==> src/rtl/lit_alu_regs.svh <==
`ifndef LIT_ALU_REGS_SVH
`define LIT_ALU_REGS_SVH

// Opcode fields, instruction word bits 13:10, 13:9, 13:8 or 13:7; option-load is the whole word
`define OP_ADD_LIT 5'h1f
`define OP_SUB_LIT 5'h1e
`define OP_AND_LIT 6'h39
`define OP_OR_LIT 6'h38
`define OP_LOAD_LIT 4'hc
`define OP_ADD_FILE 6'h07
`define OP_AND_FILE 6'h05
`define OP_OR_FILE 6'h04
`define OP_INC_SKIP 6'h0f
`define OP_COPY_FILE 6'h08
`define OP_SUB_FILE 6'h02
`define OP_STORE_ACC 7'h01
`define OP_OPT_LOAD 14'h0062
`define NOP_WORD 14'h0000

// Reset values
`define ACC_RST 8'h00
`define OPT_RST 8'hff
`define FLAG_RST 1'h0

// Skip costs one extra instruction cycle
`define SKIP_CYCLES 1

`endif

==> src/rtl/lit_alu_pkg.sv <==
package lit_alu_pkg;
  typedef enum logic [11:0] {
    OPC_NONE       = 12'h001,
    OPC_ADD_LIT    = 12'h002,
    OPC_SUB_LIT    = 12'h004,
    OPC_AND_LIT    = 12'h008,
    OPC_OR_LIT     = 12'h010,
    OPC_LOAD_LIT   = 12'h020,
    OPC_ADD_FILE   = 12'h040,
    OPC_AND_FILE   = 12'h080,
    OPC_OR_FILE    = 12'h100,
    OPC_INC_SKIP   = 12'h200,
    OPC_COPY_FILE  = 12'h400,
    OPC_SUB_FILE   = 12'h800
  } opclass_t;

  typedef enum logic [1:0] {
    ST_RUN  = 2'h1,
    ST_SKIP = 2'h2
  } exec_state_t;
endpackage

==> src/rtl/add8_flags.sv <==
`timescale 1ns/1ps
// Eight-bit adder with carry and nibble carry
module add8_flags (
  // Operands
  input wire logic [7:0] a,
  input wire logic [7:0] b,
  input wire logic cin,
  // Result
  output logic [7:0] sum,
  output logic cout,
  output logic hcout
);
  logic [4:0] lo;
  logic [4:0] hi;
  assign lo = {1'b0, a[3:0]} + {1'b0, b[3:0]} + {4'h0, cin};
  assign hi = {1'b0, a[7:4]} + {1'b0, b[7:4]} + {4'h0, lo[4]};
  assign sum = {hi[3:0], lo[3:0]};
  assign cout = hi[4];
  assign hcout = lo[4];
endmodule

==> src/rtl/lit_file_alu.sv <==
`timescale 1ns/1ps
`include "lit_alu_regs.svh"
// --------------------------------------------------------------
// Overview of operation
// - Add literal to accumulator, carries and zero
// - AND literal into accumulator, Z only
// - Add accumulator and file, carries and zero
// - Destination bit zero accumulator, one file
// - AND accumulator with file, Z only
// - Increment file, flags untouched
// - Zero result discards next, two cycles
// - OR accumulator with file, Z only
// - OR literal into accumulator, Z only
// - Load literal into accumulator, no flags
// - Copy file to destination, Z updated
// - Store accumulator to file, no flags
// - Option-load copies accumulator, no flags
// - Literal minus accumulator, carries and zero
// - File minus accumulator, carries and zero
// - Subtract carry is inverted borrow
// --------------------------------------------------------------
module lit_file_alu
  import lit_alu_pkg::*;
#(
  parameter int DATA_W = 8,
  parameter int ADDR_W = 7
) (
  // Clock and reset
  input wire logic sys_clk,
  input wire logic rstn,
  // Instruction from fetch stage, valid each cycle
  input wire logic [13:0] instr,
  // File register read data at the instruction's address
  input wire logic [DATA_W-1:0] file_rdata,
  // File register write port
  output logic [ADDR_W-1:0] file_addr,
  output logic file_we,
  output logic [DATA_W-1:0] file_wdata,
  // Architectural state
  output logic [DATA_W-1:0] acc,
  output logic [DATA_W-1:0] opt_cfg,
  output logic carry_flag,
  output logic half_carry_flag,
  output logic zero_flag,
  // Skip indication to fetch stage
  output logic skip_active
);
  import lit_alu_pkg::*;

  if (DATA_W != 8 || ADDR_W != 7) begin : g_bad_width
    $error("lit_file_alu supports 8-bit data, 7-bit address only");
  end

  // --------------------------------------------------------------
  // Decode
  // --------------------------------------------------------------
  function automatic opclass_t decode(input logic [13:0] w);
    opclass_t c;
    c = OPC_NONE;
    if (w[13:9] == `OP_ADD_LIT) c = OPC_ADD_LIT;
    else if (w[13:9] == `OP_SUB_LIT) c = OPC_SUB_LIT;
    else if (w[13:8] == `OP_AND_LIT) c = OPC_AND_LIT;
    else if (w[13:8] == `OP_OR_LIT) c = OPC_OR_LIT;
    else if (w[13:10] == `OP_LOAD_LIT) c = OPC_LOAD_LIT;
    else if (w[13:8] == `OP_ADD_FILE) c = OPC_ADD_FILE;
    else if (w[13:8] == `OP_AND_FILE) c = OPC_AND_FILE;
    else if (w[13:8] == `OP_OR_FILE) c = OPC_OR_FILE;
    else if (w[13:8] == `OP_INC_SKIP) c = OPC_INC_SKIP;
    else if (w[13:8] == `OP_COPY_FILE) c = OPC_COPY_FILE;
    else if (w[13:8] == `OP_SUB_FILE) c = OPC_SUB_FILE;
    return c;
  endfunction

  function automatic logic is_zero8(input logic [7:0] v);
    return v == 8'h00;
  endfunction

  exec_state_t state_r;
  exec_state_t state_nxt;
  // Discarded word is replaced by a no-operation
  wire [13:0] word = (state_r == ST_SKIP) ? `NOP_WORD : instr;
  wire opclass_t cls = decode(word);
  wire dest_file = word[7];
  wire is_store = (word[13:7] == `OP_STORE_ACC);
  wire is_opt = (word == `OP_OPT_LOAD);
  wire [7:0] lit = word[7:0];
  wire is_lit = cls inside {OPC_ADD_LIT, OPC_SUB_LIT, OPC_AND_LIT, OPC_OR_LIT, OPC_LOAD_LIT};

  // --------------------------------------------------------------
  // Datapath
  // --------------------------------------------------------------
  // Subtraction as b + ~acc + 1, so carry out is the inverted borrow
  wire is_sub = (cls == OPC_SUB_LIT) || (cls == OPC_SUB_FILE);
  wire is_inc = (cls == OPC_INC_SKIP);
  wire [7:0] src_b = is_lit ? lit : file_rdata;
  wire [7:0] add_a = is_inc ? 8'h01 : (is_sub ? ~acc : acc);
  wire add_cin = is_sub;
  wire [7:0] add_sum;
  wire add_c;
  wire add_dc;

  add8_flags u_add (
    .a(add_a),
    .b(src_b),
    .cin(add_cin),
    .sum(add_sum),
    .cout(add_c),
    .hcout(add_dc)
  );

  logic [7:0] result;
  always_comb begin
    unique case (cls)
      OPC_ADD_LIT, OPC_SUB_LIT, OPC_ADD_FILE, OPC_SUB_FILE, OPC_INC_SKIP: result = add_sum;
      OPC_AND_LIT, OPC_AND_FILE: result = acc & src_b;
      OPC_OR_LIT, OPC_OR_FILE: result = acc | src_b;
      OPC_LOAD_LIT: result = lit;
      OPC_COPY_FILE: result = file_rdata;
      default: result = acc;
    endcase
  end

  wire arith = cls inside {OPC_ADD_LIT, OPC_SUB_LIT, OPC_ADD_FILE, OPC_SUB_FILE};
  wire set_z = arith || cls inside {OPC_AND_LIT, OPC_OR_LIT, OPC_AND_FILE, OPC_OR_FILE, OPC_COPY_FILE};
  wire file_op = cls inside {OPC_ADD_FILE, OPC_AND_FILE, OPC_OR_FILE, OPC_INC_SKIP, OPC_COPY_FILE, OPC_SUB_FILE};
  wire wr_file = (file_op && dest_file) || is_store;
  wire wr_acc = is_lit || (file_op && !dest_file);
  wire skip_take = is_inc && is_zero8(add_sum);

  // --------------------------------------------------------------
  // File write port
  // --------------------------------------------------------------
  assign file_addr = word[6:0];
  assign file_we = wr_file;
  assign file_wdata = is_store ? acc : result;
  assign skip_active = (state_r == ST_SKIP);

  // --------------------------------------------------------------
  // Sequencing: one cycle each, taken skip adds a no-op cycle
  // --------------------------------------------------------------
  always_comb begin
    unique case (state_r)
      ST_RUN: state_nxt = skip_take ? ST_SKIP : ST_RUN;
      ST_SKIP: state_nxt = ST_RUN;
      default: state_nxt = ST_RUN;
    endcase
  end

  logic [7:0] acc_nxt;
  logic [7:0] opt_nxt;
  assign acc_nxt = wr_acc ? result : acc;
  assign opt_nxt = is_opt ? acc : opt_cfg;

  always_ff @(posedge sys_clk or negedge rstn) begin
    if (!rstn) begin
      state_r <= ST_RUN;
      acc <= `ACC_RST;
      opt_cfg <= `OPT_RST;
    end else begin
      state_r <= state_nxt;
      acc <= acc_nxt;
      opt_cfg <= opt_nxt;
    end
  end

  always_ff @(posedge sys_clk or negedge rstn) begin
    if (!rstn) begin
      carry_flag <= `FLAG_RST;
      half_carry_flag <= `FLAG_RST;
      zero_flag <= `FLAG_RST;
    end else begin
      if (arith) begin
        carry_flag <= add_c;
        half_carry_flag <= add_dc;
      end
      if (set_z) zero_flag <= is_zero8(result);
    end
  end
endmodule

==> config.mk <==
export PLATFORM = sky130hd
export DESIGN_NAME = lit_file_alu
export DESIGN_NICKNAME = d
export VERILOG_FILES = /design/src/rtl/lit_alu_pkg.sv /design/src/rtl/add8_flags.sv /design/src/rtl/lit_file_alu.sv
export VERILOG_INCLUDE_DIRS = /design/src /design/src/rtl
export SDC_FILE = /design/constraint.sdc
export NUM_CORES = 1
export LEC_CHECK = 0
export BUFFER_PORTS_ARGS = -buffer_cell sky130_fd_sc_hd__buf_2
export CORE_UTILIZATION = 45
export CTS_CLUSTER_DIAMETER = 50
export DETAILED_ROUTE_END_ITERATION = 8
export PLACE_DENSITY_LB_ADDON = 0.1
export SLEW_MARGIN = 20
export SYNTH_ARGS = -nofsm -noshare
export SYNTH_HDL_FRONTEND = slang
export SYNTH_SLANG_ARGS = --single-unit
export TNS_END_PERCENT = 5
==> constraint.sdc <==
create_clock -name sys_clk -period 14.9 [get_ports sys_clk]
set_input_delay 2.98 -clock sys_clk [delete_from_list [all_inputs] [get_ports sys_clk]]
set_output_delay 2.98 -clock sys_clk [all_outputs]
set_load 0.01 [all_outputs]
==> impl_metrics.yaml, run 1 <==
cts:
  h-tree-depth: 1
  hold_buffers: 0
  cts_buffer_depth: 2
  clk_latency_ns: 0.25
  cts_resized: 0
  cts_tree: "yes"
  clk_pin_slew_ns: 0.07
  clock_sinks: 21
  cts_setup_buffers: 0
  cts_root_buf: "clkbuf_8"
  cts_buffers: 3
synthesis:
  synthFlopType: "dfrtp_1"
  yosysUniqueCellTypes: 54
  synth-adder-area-share_pct: 10.0
  synth_top_family_by_area: "simple AND/OR/NAND/NOR gates"
  ys_ff_latch: 21
  synth_area_sq_um: 2070
  synth_compound_area_share_pct: 20.5
  yosysWarnings: 0
  ys_seq_area_share_pct: 25.9
  synth_area_per_cell_sq_um: 8.78
  synthArstFlopShare_pct: 100
  syn_nets: 270
  synth_mux_area_share_pct: 11.1
  syn_inst: 236
  synth-edff-count: 0
  synthSimpleGateAreaFrac_pct: 22.3
  synth_xor_xnor_area_share_pct: 5.50
grt:
  use_met1_pct: 35.4
  gr-max-usage-layer: "met2"
  use_met3_pct: 3.32
  grt_pass1_vias: 1901
  grt_overflow: 0
  grtUsageTotal_pct: 24.7
  grtUsageMet2_pct: 39.9
  antenna_found_initial: 0
  grt_max_degree: 22
  grt_pass1_wl_um: 9660
pwr:
  power_density_nw_per_um2: 127
  vdd_drop_max_v: 0.0000921
  p_leak_nw: 1.13
timing:
  finalClockSkew_ns: 0.00291
  setup_slack_ns: 4.32
  hold-worst-slack_ns: 0.479
  period_needed_ns: 10.58
  timing.final.crit_share_pct: 71.0
  tns_ns: 0
  final_max_slew_viol_count: 0
  worst_pin_slew_ns: 1.00
  hold_viol: 0
  setup_viol: 0
  slew_headroom_pct: 32.9
  fmax_ghz: 0.0946
  rsz0062_at_grt: "no"
critical_path:
  r2r-end: "zero_flag"
  cp_max_fo: 14
  critPathLaunchType: "input port"
  reg2regPathDepth: 17
  critical_path_class: "in -> out"
  end_kind: "primary output"
  crit_required_ns: 11.92
  r2r_slack_ns: 9.31
  r2r_start: "state_r[0]"
  worst_ep_arrival_time_ns: 7.60
floorplan:
  rows: 24
  start_util_pct: 47.3
  fp.dieW_um: 69.9
  ios: 60
  coreArea_sq_um: 4380
  die_y_um: 69.9
  die_area_sq_um: 4880
drt:
  wirelength_um: 5940
  vias: 2073
  wire_per_inst_um: 17.4
  route.detailed.drc: 0
  viasPerCell: 6.08
  first_pass_iters: 7
  drt-initial-drc-count: 192
  antenna_left: 0
finish:
  multi_input_area_sq_um: 1440
  fill_cells: 441
  nets: 324
  diodes: 0
  layout_common_cells: "buf_2 (59), nor2_1 (16), nand2_1 (15), mux2_2 (15), a21oi_1 (13)"
  finalNonFillerCells: 341
  drive_above_1_share_pct: 33.9
  mostFrequentLayoutCell: "buf_2"
  regArea_sq_um: 537
  fin_util_pct: 55.5
  syn_to_final_growth_pct: 17.5
hold_path:
  hp-class: "reg -> reg"
  worstHoldEndpoint: "opt_cfg[7]"
  min_path_cells: 2
  min-delay-start: "opt_cfg[7]"
placement:
  placed_cells: 337
  place_worst_setup_slack_ns: 4.38
  dp_hpwl_um: 4660
  io_buffers: 59
  finalWeightedCongestion: 0.970
run:
  maxCapViolCount: 0
run_status:
  outcome: "finished clean"
worst max path at each step:
stage,startpoint,depth (start not counted),slack [ns],to
after floorplan,instr[11],17,4.93,file_wdata[7]
after global placement,instr[11],18,4.59,file_wdata[7]
after detailed placement,instr[11],18,4.38,file_wdata[7]
after CTS,instr[11],18,4.35,file_wdata[7]
after global routing,instr[11],17,4.00,file_wdata[5]
final,instr[11],18,4.32,file_wdata[7]
stage by stage:
| stage | cell area, sq um | total power [mW] |
|---|---|---|
| after floorplan | 2070 | 0.214 |
| after global placement | 2390 | 0.276 |
| after detailed placement | 2390 | 0.275 |
| after CTS | 2430 | 0.313 |
| after global routing | 2430 | 0.336 |
| final | 2430 | 0.310 |
synthesized netlist by cell type (4+ instances only):
library cell  instances  area [sq um]
nor2_1               16          60.1
mux2_2               15           169
nand2_1              15          56.3
a21oi_1              13          65.1
dfrtp_1              12           300
inv_1                12          45.0
o21ai_0              12          60.1
xnor2_1              12           105
and2_1               11          68.8
clkbuf_1              9          33.8
dfstp_2               9           236
o211ai_1              7          52.6
ha_1                  6          75.1
nand3_1               5          25.0
nor3_1                5          25.0
a21o_1                4          30.0
a22oi_1               4          30.0
fa_1                  4          80.1
nor4b_1               4          35.0
or4_1                 4          30.0
cells by family after synthesis:
group | Yosys count
AO/OA/AOI/OAI | 61
multiplexers | 20
XOR/XNOR | 13
flip-flops | 21
buffers and inverters | 24
adder cells (fa/ha/maj) | 15
AND/OR/NAND/NOR | 82
flip-flops by register name (all words and copies together), names as in the netlist:
name,cells
state_r,2
half_carry_flag,1
carry_flag,1
acc,8
opt_cfg,8
zero_flag,1
layout make-up:
| class | instances | share of cell area (%) |
|---|---|---|
| inverters | 13 | 2.00 |
| clock buffers | 4 | 1.85 |
| repair buffers | 60 | 12.4 |
| well taps | 52 | 2.67 |
| flip-flops and latches | 21 | 22.0 |
| multi-input cells | 191 | 59.0 |
report_power, final:
group / switching [mW] / internal [mW]
clock: 0.0160 / 0.0190
sequential: 0.0202 / 0.0703
combinational: 0.0982 / 0.0867
total: 0.134 / 0.176
worst max-delay path, cell delays in order:
cell and delay, ns:
buf_2 0.18, nor3_1 0.36, nor3b_1 0.39, a21oi_1 0.14, nor2_2 0.48, xnor2_1 0.19, nand2_1 0.09, fa_1 0.43
fa_1 0.41, a21o_1 0.17, a21oi_1 0.25, fa_1 0.27, nor2b_1 0.06, o21a_1 0.16, or3_1 0.32, a31o_2 0.24
a221o_1 0.30, buf_2 0.16
per-layer routing:
metal | wire length [um] | up-vias
met1 | 2690 | 977
met4 | 64 | 0
met2 | 2750 | 102
met5 | 0 | -
li1 | - | 986
met3 | 435 | 8
Power figures use the tool's default switching activity.
==> run 2: changes to the inputs <==
==> constraint.sdc (replaced) <==
create_clock -name sys_clk -period 8.75 [get_ports sys_clk]
set_input_delay 1.75 -clock sys_clk [delete_from_list [all_inputs] [get_ports sys_clk]]
set_output_delay 1.75 -clock sys_clk [all_outputs]
set_load 0.01 [all_outputs]
==> run 2 against run 1 <==
Utilization is 0.17 points higher. Flip-flop and latch count stayed put. Sequential share of layout area fell by 0.068 points. Clock power increased by 78%. Count of clock-buffer cells in the layout unchanged. Combinational power is 70% higher. Global-route usage is 0.15 points higher. Critical path depth is 1 higher. Largest power group unchanged.
==> impl_metrics.yaml, run 2 (synthesis results as in run 1) <==
drt:
  wl_met3_um: 413
  antenna_left: 0
  first_pass_iters: 6
  drt-initial-drc-count: 173
  dr.max_layer_used: "met4"
  wire_per_inst_um: 17.4
  vias: 2017
  viasPerCell: 5.90
  wl_met1_um: 2730
  wirelength_um: 5950
  route.detailed.drc: 0
  wl_met2_um: 2740
finish:
  nets: 325
  top_regs: "acc: 8 flops, opt_cfg: 8 flops, state_r: 2 flops"
  design_area_sq_um: 2440
  layout_common_cells: "buf_2 (59), nor2_1 (16), nand2_1 (15), mux2_2 (15), a21oi_1 (13)"
  drive_above_1_share_pct: 34.1
  fill_cells: 418
  syn_to_final_growth_pct: 17.9
  diodes: 0
  mostFrequentLayoutCell: "buf_2"
timing:
  hold_viol: 0
  setup_viol: 0
  rsz0062_at_grt: "no"
  tns_ns: 0
  period_needed_ns: 7.86
  timing.final.crit_share_pct: 89.8
  worst_pin_slew_ns: 1.04
  finalClockSkew_ns: 0.00420
  hold-worst-slack_ns: 0.481
  final_max_slew_viol_count: 0
  setup_slack_ns: 0.889
  slew_headroom_pct: 30.4
  fmax_ghz: 0.127
run_status:
  outcome: "finished clean"
hold_path:
  min-delay-start: "opt_cfg[7]"
  hp-class: "reg -> reg"
placement:
  placed_area_sq_um: 2400
  io_buffers: 59
  finalWeightedCongestion: 0.971
  dp_hpwl_um: 4690
  place_worst_setup_slack_ns: 0.913
grt:
  grt_max_degree: 22
  grt_overflow: 0
  grt_pass1_vias: 1897
  antenna_found_initial: 0
  grtUsageTotal_pct: 24.9
  grt_pass1_wl_um: 9650
cts:
  cts_resized: 0
  h-tree-depth: 1
  cts_tree: "yes"
  hold_buffers: 0
  clk_latency_ns: 0.26
  clk_pin_slew_ns: 0.07
  cts_setup_buffers: 0
  cts_buffer_depth: 2
  cts_buffers: 3
  cts_root_buf: "clkbuf_8"
  clock_sinks: 21
pwr:
  switching_power_mw: 0.229
  p_comb_share_pct: 59.3
  p_sw_share_pct: 43.2
  intPower_mw: 0.300
  vdd_drop_max_v: 0.000150
  pwr-share-seq_pct: 28.9
  p_leak_nw: 1.14
  clockPowerShare_pct: 11.8
  power_density_nw_per_um2: 216
  power_mw: 0.529
critical_path:
  crit_start: "instr[11]"
  cp_top_family: "simple AND/OR/NAND/NOR gates"
  cp_common_cell: "fa_1"
  end_kind: "primary output"
  cp_max_fo: 14
  critPathBufInv: 3
  crit_path_top_delay_cell: "fa_1"
  critical_path_class: "in -> out"
  worst_ep_arrival_time_ns: 6.11
  r2r_start: "state_r[0]"
  crit_chain: "buf_2 -> nor3_1 -> nor3b_1 -> a21oi_1 -> nor2_2 -> buf_4 -> xnor2_1 -> nand2_1 -> fa_1 -> fa_1 -> a21o_1 -> a21oi_1 -> fa_1 -> nor2b_1 -> o21a_1 -> or3_1 -> a31o_2 -> a221o_1 -> buf_2"
  max_stage_delay_ns: 0.44
  crit_required_ns: 7.00
  critPathLaunchType: "input port"
floorplan:
  ios: 60
  die_y_um: 69.9
  coreArea_sq_um: 4380
  start_util_pct: 47.3
  die_area_sq_um: 4880
  rows: 24
  fp.dieW_um: 69.9
run:
  maxCapViolCount: 0
==> run 2: cell types whose count changed in the layout (fill, tap and decap cells not counted), sizes merged <==
cell	delta
buf	+1
==> run 2: through the flow <==
step	cells	utilization [%]
finish	342	55.7
global route	342	55.7
CTS	342	55.7
global placement	338	54.7
detailed placement	338	54.7
floorplan	236	-
==> run 2: routing by layer <==
layer	vias to the layer above	global-route usage, %
li1	987	-
met1	951	35.1
met2	70	40.5
met3	9	4.04
met4	0	4.89
met5	-	0
==> run 2: worst paths after layout <==
check | slack [ns] | endpoint | cells past startpoint
worst max-delay path | 0.89 | file_wdata[7] | 19
worst min-delay path | 0.48 | opt_cfg[7] | 2
worst max register to register | 3.40 | zero_flag | 18
worst min register to register | 0.48 | opt_cfg[7] | 2
max in group asynchronous | 6.97 | state_r[0] | 1
min in group asynchronous | 1.43 | acc[2] | 1
==> run 2: layout make-up <==
type / instances / area, sq um / area share, %
sequential: 21 / 537 / 22.0
clock buffer: 4 / 45.0 / 1.84
inverter: 13 / 48.8 / 2.00
multi-input combinational: 191 / 1440 / 58.8
timing repair buffer: 61 / 310 / 12.7
tap: 52 / 65.1 / 2.66
==> run 2: worst register-to-register path, stage by stage, from the launching register on <==
cell and delay (ns):
dfstp_2 0.54, nand2b_1 0.51, inv_2 0.29, nor2_2 0.16, buf_4 0.20, xnor2_1 0.14, nand2_1 0.09, fa_1 0.44
fa_1 0.41, a21o_1 0.17, a21oi_1 0.26, fa_1 0.28, nor2b_1 0.06, o21a_1 0.17, or3_1 0.32, a31o_2 0.24
a221o_1 0.29, or4_1 0.42, o41ai_2 0.27
==> run 2: power by group through the flow <==
stage               sequential [mW]  combinational, mW  clock [mW]
detailed placement            0.155              0.311           0
global placement              0.156              0.313           0
global route                  0.158              0.345      0.0680
CTS                           0.154              0.314      0.0644
finish                        0.153              0.314      0.0624
floorplan                     0.158              0.206           0
